## src/common/sps_params.svh

```systemverilog
// constants of the soft-start and protection supervisor
// Operation
// - At start-up the reference ramps from zero to the final value over exactly 2048 clocks by a counter.
// - Both phases switch under closed loop as soon as the ramp begins.
// - Power-good is held low for the whole ramp.
// - The power-good window check is enabled only after the ramp ends, 2048 clocks after start.
// - Once enabled, power-good is low outside plus or minus 12% of the target and released otherwise.
// - Output below 60% of the reference for more than one clock stops switching and restarts the ramp.
// - The undervoltage check is armed only once the ramping reference reaches 0.6V.
// - The undervoltage threshold follows the ramping reference; the overvoltage one uses the final value.
// - The overvoltage check is active in every state, ramp included, against the final reference.
// - Overvoltage protection is armed once the control supply is above its turn-on threshold.
// - At 115% of the target both low-side switches latch on and both high-side switches off.
// - An overvoltage latch drives the fault pin high; only the asynchronous reset restarts the part, not a control supply cycle.
// - The ramp never starts unless both control and driver supplies are flagged good.
// - In operation a low flag on either supply shuts the device down.
// - While the inhibit pin is held low, switches and protections are off until it is released.
`ifndef SPS_PARAMS_SVH
`define SPS_PARAMS_SVH
`define SPS_SS_STEPS    12'h800
`define SPS_UV_ARM_MV   12'h258
`define SPS_PG_LO_PCT   7'h58
`define SPS_PG_HI_PCT   7'h70
`define SPS_UV_PCT      7'h3c
`define SPS_OV_PCT      7'h73
`define SPS_PCT_ONE     7'h64
`define SPS_A_CTRL      8'h00
`define SPS_A_REF       8'h04
`define SPS_A_STAT      8'h08
`define SPS_A_CNT       8'h0c
`define SPS_A_ISTAT     8'h10
`define SPS_A_ICLR      8'h14
`define SPS_A_IEN       8'h18
`define SPS_CTRL_RST    1'b1
`define SPS_REF_RST     12'h4b0
`define SPS_EV_DONE     0
`define SPS_EV_UV       1
`define SPS_EV_OV       2
`define SPS_EV_SUP      3
`endif

```

## src/common/sps_pkg.sv

```systemverilog
// types of the soft-start and protection supervisor
package sps_pkg;
    typedef enum logic [2:0] {
        SPS_OFF,
        SPS_RAMP,
        SPS_RUN,
        SPS_HICCUP,
        SPS_LATCH
    } sps_state_t;

    typedef struct packed {
        logic        psel;
        logic        penable;
        logic        pwrite;
        logic [7:0]  paddr;
        logic [31:0] pwdata;
    } sps_apb_req_t;

    typedef struct packed {
        logic        pready;
        logic        pslverr;
        logic [31:0] prdata;
    } sps_apb_rsp_t;

    typedef struct packed {
        logic [1:0] hs_sw;
        logic [1:0] ls_sw;
        logic [1:0] hs_off;
        logic [1:0] ls_on;
    } sps_gate_t;

    typedef struct packed {
        sps_state_t  st;
        logic [11:0] cnt;
        logic [11:0] refc;
        logic        uv_seen;
        logic        ov;
        logic        pg;
        logic        run;
        logic [11:0] fin;
        logic [3:0]  ist;
        logic [3:0]  ien;
        logic [31:0] rdata;
        logic        slverr;
        logic [1:0]  vcc_s;
        logic [1:0]  drv_s;
        logic [1:0]  inh_s;
    } sps_regs_t;
endpackage : sps_pkg

```

## src/hdl/sps_supervisor.sv

```systemverilog
// soft-start, power-good and over/under-voltage supervisor with apb registers
`timescale 1ns/100ps
`default_nettype none
`include "sps_params.svh"
module sps_supervisor
    import sps_pkg::*;
(
    input  wire logic         clk,
    input  wire logic         arst_n,
    input  wire sps_apb_req_t apb_req,
    output var  sps_apb_rsp_t apb_rsp,
    input  wire logic [11:0]  sensed_output_pin,
    input  wire logic         control_supply_ok,
    input  wire logic         driver_supply_ok,
    input  wire logic         oscillator_inhibit_pin,
    output var  sps_gate_t    gate,
    output logic [11:0]       ref_code,
    output logic              power_ok_output_o,
    output logic              power_ok_output_oe,
    output logic              oscillator_fault_pin,
    output logic              irq
);

    ////////////////////////////////////////////////////////////////
    function automatic logic [19:0] pct(input logic [11:0] v, input logic [6:0] p);
        pct = 20'(v) * 20'(p);
    endfunction : pct

    sps_regs_t r;
    sps_regs_t n;

    logic        inhibit;
    logic        sup_ok;
    logic [19:0] sen_x100;
    logic        uv_below;
    logic        ov_hit;
    logic        pg_in;
    logic [23:0] ramp_prod;
    logic        wr;
    logic        rd_setup;
    logic [3:0]  ev;

    assign inhibit  = ~r.inh_s[1];
    assign sup_ok   = r.vcc_s[1] & r.drv_s[1];
    assign sen_x100 = pct(sensed_output_pin, `SPS_PCT_ONE);
    // threshold follows the ramp during soft-start
    assign uv_below = (r.refc >= `SPS_UV_ARM_MV) && (sen_x100 < pct(r.refc, `SPS_UV_PCT));
    // overvoltage always against the final target, ramp or not
    assign ov_hit   = sen_x100 >= pct(r.fin, `SPS_OV_PCT);
    assign pg_in    = (sen_x100 >= pct(r.fin, `SPS_PG_LO_PCT)) && (sen_x100 <= pct(r.fin, `SPS_PG_HI_PCT));
    assign wr       = apb_req.psel & apb_req.penable & apb_req.pwrite;
    assign rd_setup = apb_req.psel & ~apb_req.penable;

    ////////////////////////////////////////////////////////////////
    always_comb begin
        n          = r;
        ev         = 4'h0;
        ramp_prod  = 24'h0;
        n.vcc_s    = {r.vcc_s[0], control_supply_ok};
        n.drv_s    = {r.drv_s[0], driver_supply_ok};
        n.inh_s    = {r.inh_s[0], oscillator_inhibit_pin};
        n.uv_seen  = 1'b0;

        unique case (r.st)
            SPS_OFF: begin
                n.cnt = 12'h000;
                n.pg  = 1'b0;
                if (sup_ok && r.run && !inhibit) begin
                    n.st = SPS_RAMP;
                end
            end
            SPS_RAMP: begin
                n.pg  = 1'b0;
                n.cnt = r.cnt + 12'h001;
                if (r.cnt + 12'h001 == `SPS_SS_STEPS) begin
                    n.st = SPS_RUN;
                    ev[`SPS_EV_DONE] = 1'b1;
                end
            end
            SPS_RUN: begin
                n.pg = pg_in;
            end
            SPS_HICCUP: begin
                // one dead cycle with all gates off before ramping anew
                n.cnt = 12'h000;
                n.pg  = 1'b0;
                n.st  = SPS_RAMP;
            end
            SPS_LATCH: begin
                n.pg = 1'b0;
            end
        endcase

        if ((r.st == SPS_RAMP || r.st == SPS_RUN) && uv_below) begin
            n.uv_seen = 1'b1;
            // second low sample in a row: more than one clock period
            if (r.uv_seen) begin
                n.st      = SPS_HICCUP;
                n.cnt     = 12'h000;
                n.pg      = 1'b0;
                n.uv_seen = 1'b0;
                ev[`SPS_EV_UV] = 1'b1;
            end
        end

        // a hiccup restart must not ramp on a lost supply either
        if ((r.st == SPS_RAMP || r.st == SPS_RUN || r.st == SPS_HICCUP) && !sup_ok) begin
            n.st  = SPS_OFF;
            n.cnt = 12'h000;
            n.pg  = 1'b0;
            ev[`SPS_EV_SUP] = 1'b1;
        end

        if (inhibit && r.st != SPS_LATCH) begin
            n.st      = SPS_OFF;
            n.cnt     = 12'h000;
            n.pg      = 1'b0;
            n.uv_seen = 1'b0;
        end

        // armed by the control supply only; inhibit turns it off
        if (r.vcc_s[1] && !inhibit && ov_hit && !r.ov) begin
            n.ov = 1'b1;
            n.st = SPS_LATCH;
            n.pg = 1'b0;
            ev[`SPS_EV_OV] = 1'b1;
        end
        if (r.ov) begin
            n.st = SPS_LATCH;
        end

        ramp_prod = 24'(r.fin) * 24'(n.cnt);
        n.refc    = (n.st == SPS_RAMP) ? ramp_prod[22:11] :
                    (n.st == SPS_RUN)  ? r.fin : 12'h000;

        // register writes take effect in the access phase
        if (wr) begin
            unique case (apb_req.paddr)
                `SPS_A_CTRL: n.run = apb_req.pwdata[0];
                `SPS_A_REF:  n.fin = apb_req.pwdata[11:0];
                `SPS_A_IEN:  n.ien = apb_req.pwdata[3:0];
                default: ;
            endcase
        end
        // set wins over a clear in the same cycle
        n.ist = (r.ist & ~((wr && apb_req.paddr == `SPS_A_ICLR) ? apb_req.pwdata[3:0] : 4'h0)) | ev;

        // read data captured in the setup cycle, answered in the access cycle
        if (rd_setup) begin
            n.slverr = 1'b0;
            n.rdata  = 32'h0;
            unique case (apb_req.paddr)
                `SPS_A_CTRL:  n.rdata = {31'h0, r.run};
                `SPS_A_REF:   n.rdata = {20'h0, r.fin};
                `SPS_A_STAT:  n.rdata = {25'h0, r.ov, r.pg, sup_ok, inhibit, r.st};
                `SPS_A_CNT:   n.rdata = {20'h0, r.cnt};
                `SPS_A_ISTAT: n.rdata = {28'h0, r.ist};
                `SPS_A_ICLR:  n.rdata = 32'h0;
                `SPS_A_IEN:   n.rdata = {28'h0, r.ien};
                default:      n.slverr = 1'b1;
            endcase
        end
    end

    ////////////////////////////////////////////////////////////////
    always_ff @(posedge clk or negedge arst_n) begin
        if (!arst_n) begin
            r         <= '0;
            r.st      <= SPS_OFF;
            r.run     <= `SPS_CTRL_RST;
            r.fin     <= `SPS_REF_RST;
            r.inh_s   <= 2'b11;
        end else begin
            r <= n;
        end
    end

    ////////////////////////////////////////////////////////////////
    always_comb begin
        gate = '0;
        if (r.st == SPS_LATCH && !inhibit) begin
            gate.hs_off = 2'b11;
            gate.ls_on  = 2'b11;
        end else if (r.st == SPS_RAMP || r.st == SPS_RUN) begin
            gate.hs_sw = 2'b11;
            gate.ls_sw = 2'b11;
        end
    end

    assign ref_code             = r.refc;
    // open drain: drive low unless the window is good
    assign power_ok_output_o    = 1'b0;
    assign power_ok_output_oe   = ~r.pg;
    assign oscillator_fault_pin = r.ov;
    assign irq                  = |(r.ist & r.ien);
    // zero wait states: every access completes in its first access cycle
    assign apb_rsp              = '{pready: 1'b1,
                                    pslverr: r.slverr & apb_req.psel & apb_req.penable,
                                    prdata: r.rdata};

endmodule : sps_supervisor
`default_nettype wire

```

## config.mk

```make
export PLATFORM = sky130hd
export DESIGN_NAME = sps_supervisor
export DESIGN_NICKNAME = d
export VERILOG_FILES = /design/src/common/sps_pkg.sv /design/src/hdl/sps_supervisor.sv
export VERILOG_INCLUDE_DIRS = /design/src /design/src/common
export SDC_FILE = /design/constraint.sdc
export NUM_CORES = 1
export LEC_CHECK = 0
export ABC_AREA = 1
export CAP_MARGIN = 20
export CORE_UTILIZATION = 50
export CTS_BUF_LIST = sky130_fd_sc_hd__clkbuf_8 sky130_fd_sc_hd__clkbuf_16
export DETAILED_ROUTE_END_ITERATION = 7
export DONT_BUFFER_PORTS = 1
export MAX_ROUTING_LAYER = met4
export PLACE_DENSITY = 0.66
export SLEW_MARGIN = 20
export SYNTH_ARGS = -nofsm -noshare
export SYNTH_HDL_FRONTEND = slang
export SYNTH_SLANG_ARGS = --single-unit
```

## constraint.sdc

```tcl
create_clock -name clk -period 8.75 [get_ports clk]
set_clock_uncertainty 0.05 [all_clocks]
set_input_delay 2.625 -clock clk [delete_from_list [all_inputs] [get_ports clk]]
set_output_delay 2.625 -clock clk [all_outputs]
set_load 0.01 [all_outputs]
```

# After elaboration in Yosys (flattened, before gate mapping)

Cells that the tools add are included.

Register bits: 90
Latch bits: 0
Memory bits (writable): 0
Memory bits (read-only): 0
Bits of input ports: 60
Output and inout bits: 58
Logic and storage cells: 110
Memories kept: 0

Add/subtract/negate cells: 1
$mul: 6
Div/mod/pow operators: 0
Magnitude comparators: 5
Equal/unequal tests: 14
Shift operators: 0
Muxes and demuxes: 32
Bitwise operators: 13
Reduce and logical (&&, ||, !) cells: 24

Operators by type and width:

| cell                                                                | number |
|---|---|
| case mux 12 bit (6 select lines)                                    | 1 |
| two-way mux 15 bit                                                  | 4 |
| case mux 15 bit (3 select lines)                                    | 1 |
| greater-or-equal comparator 19 bit                                  | 2 |
| multiplier 12 x 4 -> 16 bit, second input constant                  | 2 |
| equality test 8 x 5 -> 1 bit, second input constant                 | 3 |
| two-way mux 12 bit                                                  | 2 |
| multiplier 12 x 12 -> 23 bit                                        | 1 |
| less-or-equal comparator 19 bit                                     | 1 |
| < comparator 19 x 18 -> 1 bit                                       | 1 |
| multiplier 12 x 7 -> 19 bit, second input constant                  | 1 |
| multiplier 12 x 5 -> 17 bit, second input constant                  | 1 |
| equality test 8 x 4 -> 1 bit, second input constant                 | 2 |
| two-way mux 4 bit                                                   | 4 |
| multiplier 12 x 3 -> 15 bit, second input constant                  | 1 |
| two-way mux 1 bit                                                   | 15 |
| adder 12 x 1 -> 12 bit, second input constant                       | 1 |
| equality test 12 bit, second input constant                         | 1 |
| greater-or-equal comparator 12 x 10 -> 1 bit, second input constant | 1 |
| logical AND 1 bit                                                   | 12 |
| two-way mux 3 bit                                                   | 4 |
| equality test 3 x 2 -> 1 bit, second input constant                 | 3 |
| AND 4 bit                                                           | 2 |
| equality test 8 x 3 -> 1 bit, second input constant                 | 1 |
| 15 further kinds                                                    | 28 |

# Longest topological paths before layout

Depth in word-level cells: 14
Gate-level depth with buffers: 54
Mapped depth without buffers: 54

# Worst setup path before layout

No wires, ideal clock.

Path kind: input -> register
From: input port sensed_output_pin[2]
To: register r, in the netlist ref_code[10]
Setup time: 0.076 ns
Arrival: 10.542 ns
Data required time: 8.624 ns
Path slack: -1.918 ns
Cell stages on the path: 45
Buffers on the path: 0
Cells stage by stage: ha_1 > ha_1 > fa_1 > ha_1 > nand3_1 > nand2_1 > a21oi_1 > o21bai_1 > a21oi_1 > o21bai_1 > a21oi_1 > o21bai_1 > nand2_1 > a21oi_1 > nor2_1 > xnor2_1 > ha_1 > nor2_2 > [... 9 more ...] > fa_1 > inv_1 > fa_1 > fa_1 > inv_1 > fa_1 > inv_1 > ha_1 > nand2_1 > inv_1 > a21oi_1 > inv_1 > a31o_2 > a21oi_1 > o21ai_0 > nand2_1 > nand2_1 > o21ai_1

RTL lines:

| element              | line                  | RTL |
|---|---|---|
| from (decl)          | sps_supervisor.sv:12  | `input wire logic [11:0] sensed_output_pin,` |
| to (signal assigned) | sps_supervisor.sv:174 | `r <= n;` |
| to (decl)            | sps_supervisor.sv:29  | `sps_regs_t r;` |

==> impl_summary.txt <==
----------------------------------------------------
[Die]
  Area of the die ... 30500 um^2
  Starting density of the core ... 0.513
  Die height ... between 150 and 200 um
  Top-level port count ... about 120
  Placeable core region ... about 29000 um^2
  X dimension of the die ... 175 um
  Number of placement rows ... 62

[Worst setup path]
  Combined buffer and inverter count along the critical path ... 7
  Delay contributed by the slowest stage of the critical path ... approximately 0.52 ns
  Setup slack on the worst flop-to-flop path ... -0.45 ns
  Startpoint of the worst-slack reg-to-reg timing path ... ref_code[1]
  Cell type with the highest occurrence count on the critical path ... fa_1
  Largest fanout on the critical path ... 6
  Cell with the largest stage delay on the worst path ... fa_1
  Nature of the critical path startpoint ... input pin
  Critical path arrival ... approximately 11 ns
  WP data required ... approximately 9 ns
  Capturing element type of the critical path ... register
  R2R cell count ... 45
  Critical path start-end classification ... input pin to register
  Crit path max-delay family ... adder cells
  Reg2Reg Capture Point ... ref_code[7]
  Worst setup path startpoint ... sensed_output_pin[3]

[Pwr]
  Worst IR drop on VDD ... ~0.086 mV
  Final Total Pwr ... 1.69 mW
  PwrDens ... 94.3 nW/um^2
  Leakage power ... 9.42 nW

[Routing]
  Via-per-instance ratio ... ~5.3
  WL/cell ... 17.0 um
  Wirelength, routed ... between 40000 and 50000 um
  # DRC ... 0
  Number of DRC markers in iteration 0 ... 733
  Post-route ant nets ... 0
  Detailed-route via count ... ~13000
  Count of TritonRoute iterations in the first routing pass ... 5

[Timing]
  Actual slew at the worst max-slew pin ... 1.06 ns
  Setup repair after global routing missed its margin ... true
  Final critical-path required period ... ~10 ns
  Achievable frequency ... around 96 MHz
  WHS ... around 0.31 ns
  Tcrit/Tclk final ... 1.19
  Number of max-slew violations in the final report ... 0
  Final count of negative-setup-slack endpoints ... 12
  Setup_tns ... -18.78 ns
  Number of endpoints with negative hold slack in the final report ... 0
  Setup ws final ... -1.69 ns
  Max transition margin ... 0.294

[Place]
  Half-perimeter wire length of the detailed placement result ... between 30000 and 40000 um
  Final weighted congestion in routability-driven placement ... ~0.97
  Area after DPL ... approximately 17000 um^2
  Number of I/O port buffers ... 0

[Synthesis]
  Most instantiated library cell after synthesis ... inv_1
  Ranking of synthesized cells by instance count ... inv_1 (386), nand2_1 (315), ha_1 (269), fa_1 (164), nor2_1 (113)
  Largest cells by area after synthesis ... ha_1 (23%), fa_1 (22%), dfrtp_1 (11%), inv_1 (9.7%), nand2_1 (7.9%)
  Predominant post-synthesis flop cell ... dfrtp_1
  Cell area after synthesis ... 14900 um^2
  Largest area contributor in the netlist ... ha_1
  Synth top area share ... 0.226
  Avg Synthesized Cell Area ... approximately 8.0 um^2
  Share of the yosys chip area belonging to registers ... 0.118
  Yosys reg bits ... 70
  Async SR Flop Fraction ... 1.00
  Number of enable-type register cells in the synthesized netlist ... 0
  Cells after Synth ... approximately 1800
  Yosys cell types ... 59
  Yosys warnings ... 0

[Finish]
  Share of layout cells above drive strength 1 ... 0.217
  Layout Cell Area excl Fill ... between 15000 and 20000 um^2
  FF+latch area ... around 1800 um^2
  Area added between synthesis and finish ... 20.2%
  Final cell utilization of the core ... 0.617
  # nets final ... around 2500
  Multi-input gate area ... ~12000 um^2
  Fill count ... about 2500

[Clock tree]
  H-tree depth ... 3
  Root Buffer Master ... clkbuf_16
  TritonCTS Buffers ... 9
  Hold buffers post-CTS ... 0
  Clock network latency to the later pin of the worst-skew pair ... 0.34 ns
  Buffer depth of the longest clock path ... 2
  Clock input transition at the sequential cells of the worst setup and hold paths ... around 0.06 ns
  CTS sink cnt ... 70
  Clock tree from TritonCTS ... yes

[Worst hold path]
  Worst Hold Class ... register to register
  Start point of the worst min-delay path ... n[1]
  Worst-case hold path end point ... r[1]
  Worst hold path stage count ... 0

[Global routing]
  Global routing usage summed across all routing layers ... 0.285
  Number of antenna violations at the first check in global routing ... 1
  Total congestion overflow ... 0
  Vias in the first global route ... roughly 13000
  Pin count of the biggest net entering global routing ... between 70 and 80
  First-pass GRT wire length ... approximately 66000 um

[Status]
  Violated checks ... negative setup slack
  Status ... finished with violations

[Job]
  Number of maximum-capacitance violations ... 0

----------------------------------------------------
==> registers in the layout, summed over array words and instances, names as in the netlist <==
signal / count
apb_rsp: 12
n: 3
oscillator_fault_pin: 1
r: 42
ref_code: 12
==> cells by family (layout without fill, tap and decap cells) <==
logic type | Yosys count | after routing | share of synthesized area
xor gates and xnor gates | 71 | 71 | 0.0418
AOI/OAI and AO/OA | 245 | 245 | 0.0961
adders and majority gates | 433 | 433 | 0.447
buffers and inverters | 469 | 614 | 0.132
other | 2 | 23 | 0.000505
DFF | 70 | 70 | 0.118
and+or+nand+nor | 559 | 559 | 0.164
==> stage by stage <==
| stage | std cells | setup slack, ns |
|---|---|---|
| finish | 2399 | -1.69 |
| global route | 2399 | -1.97 |
| CTS | 2381 | -1.52 |
| detailed placement | 2353 | -2.07 |
| global placement | 2353 | -2.04 |
| floorplan | 1869 | -1.40 |
==> routing by layer <==
metal,up-vias,GRT usage,wire length (um)
li1,6116,-,-
met1,6061,0.365,17700
met2,349,0.468,19300
met3,70,0.0453,2540
met4,0,0.0768,1180
met5,-,-,0
==> how the worst max path moves through the flow <==
stage	cells after the start	endpoint
2_1_floorplan	45	ref_code[10]
3_3_place_gp	45	ref_code[10]
3_5_place_dp	44	ref_code[11]
4_1_cts	45	ref_code[10]
5_1_grt	45	ref_code[9]
6_report	45	ref_code[7]
==> cells in the final DEF (no fill, tap or decap), drive strengths merged, types with 29 or more instances in the layout <==
master / n
inv: 391
nand2: 327
ha: 269
buf: 200
fa: 164
nor2: 122
a21oi: 112
dfrtp: 63
o21ai: 58
nand3: 48
xor2: 42
xnor2: 29
==> area by class of cell <==
cell class,count,share of cell area
Timing Repair Buffer,200,0.0878
Sequential cell,70,0.0984
Inverter,396,0.0876
Multi-Input combinational cell,1330,0.679
Tap cell,384,0.0269
Antenna cell,1,0.000140
Clock buffer,10,0.0134
Clock inverter,6,0.00525
Timing Repair inverter,2,0.00140
==> worst register-to-register path, delay by kind of cell, from the launching register on <==
kind | cells | cell delay (ns)
simple gates | 18 | 1.97
buf+inv | 8 | 0.65
flops | 1 | 0.46
fa+ha+maj | 10 | 4.59
compound gates | 8 | 1.22
xor+xnor | 1 | 0.20
==> power breakdown <==
part	internal (mW)	total (mW)	switching (mW)
clock network	0.259	0.407	0.147
registers	0.328	0.334	0.00670
logic	0.424	0.946	0.522
==> repair_timing <==
action                     4_1_cts  5_1_grt
gates resized for setup         72       71
cloned                           2        0
pin swaps                       54       70
buffers inserted                11       18
setup endpoints to repair       12       12
Power figures use the tool's default switching activity.
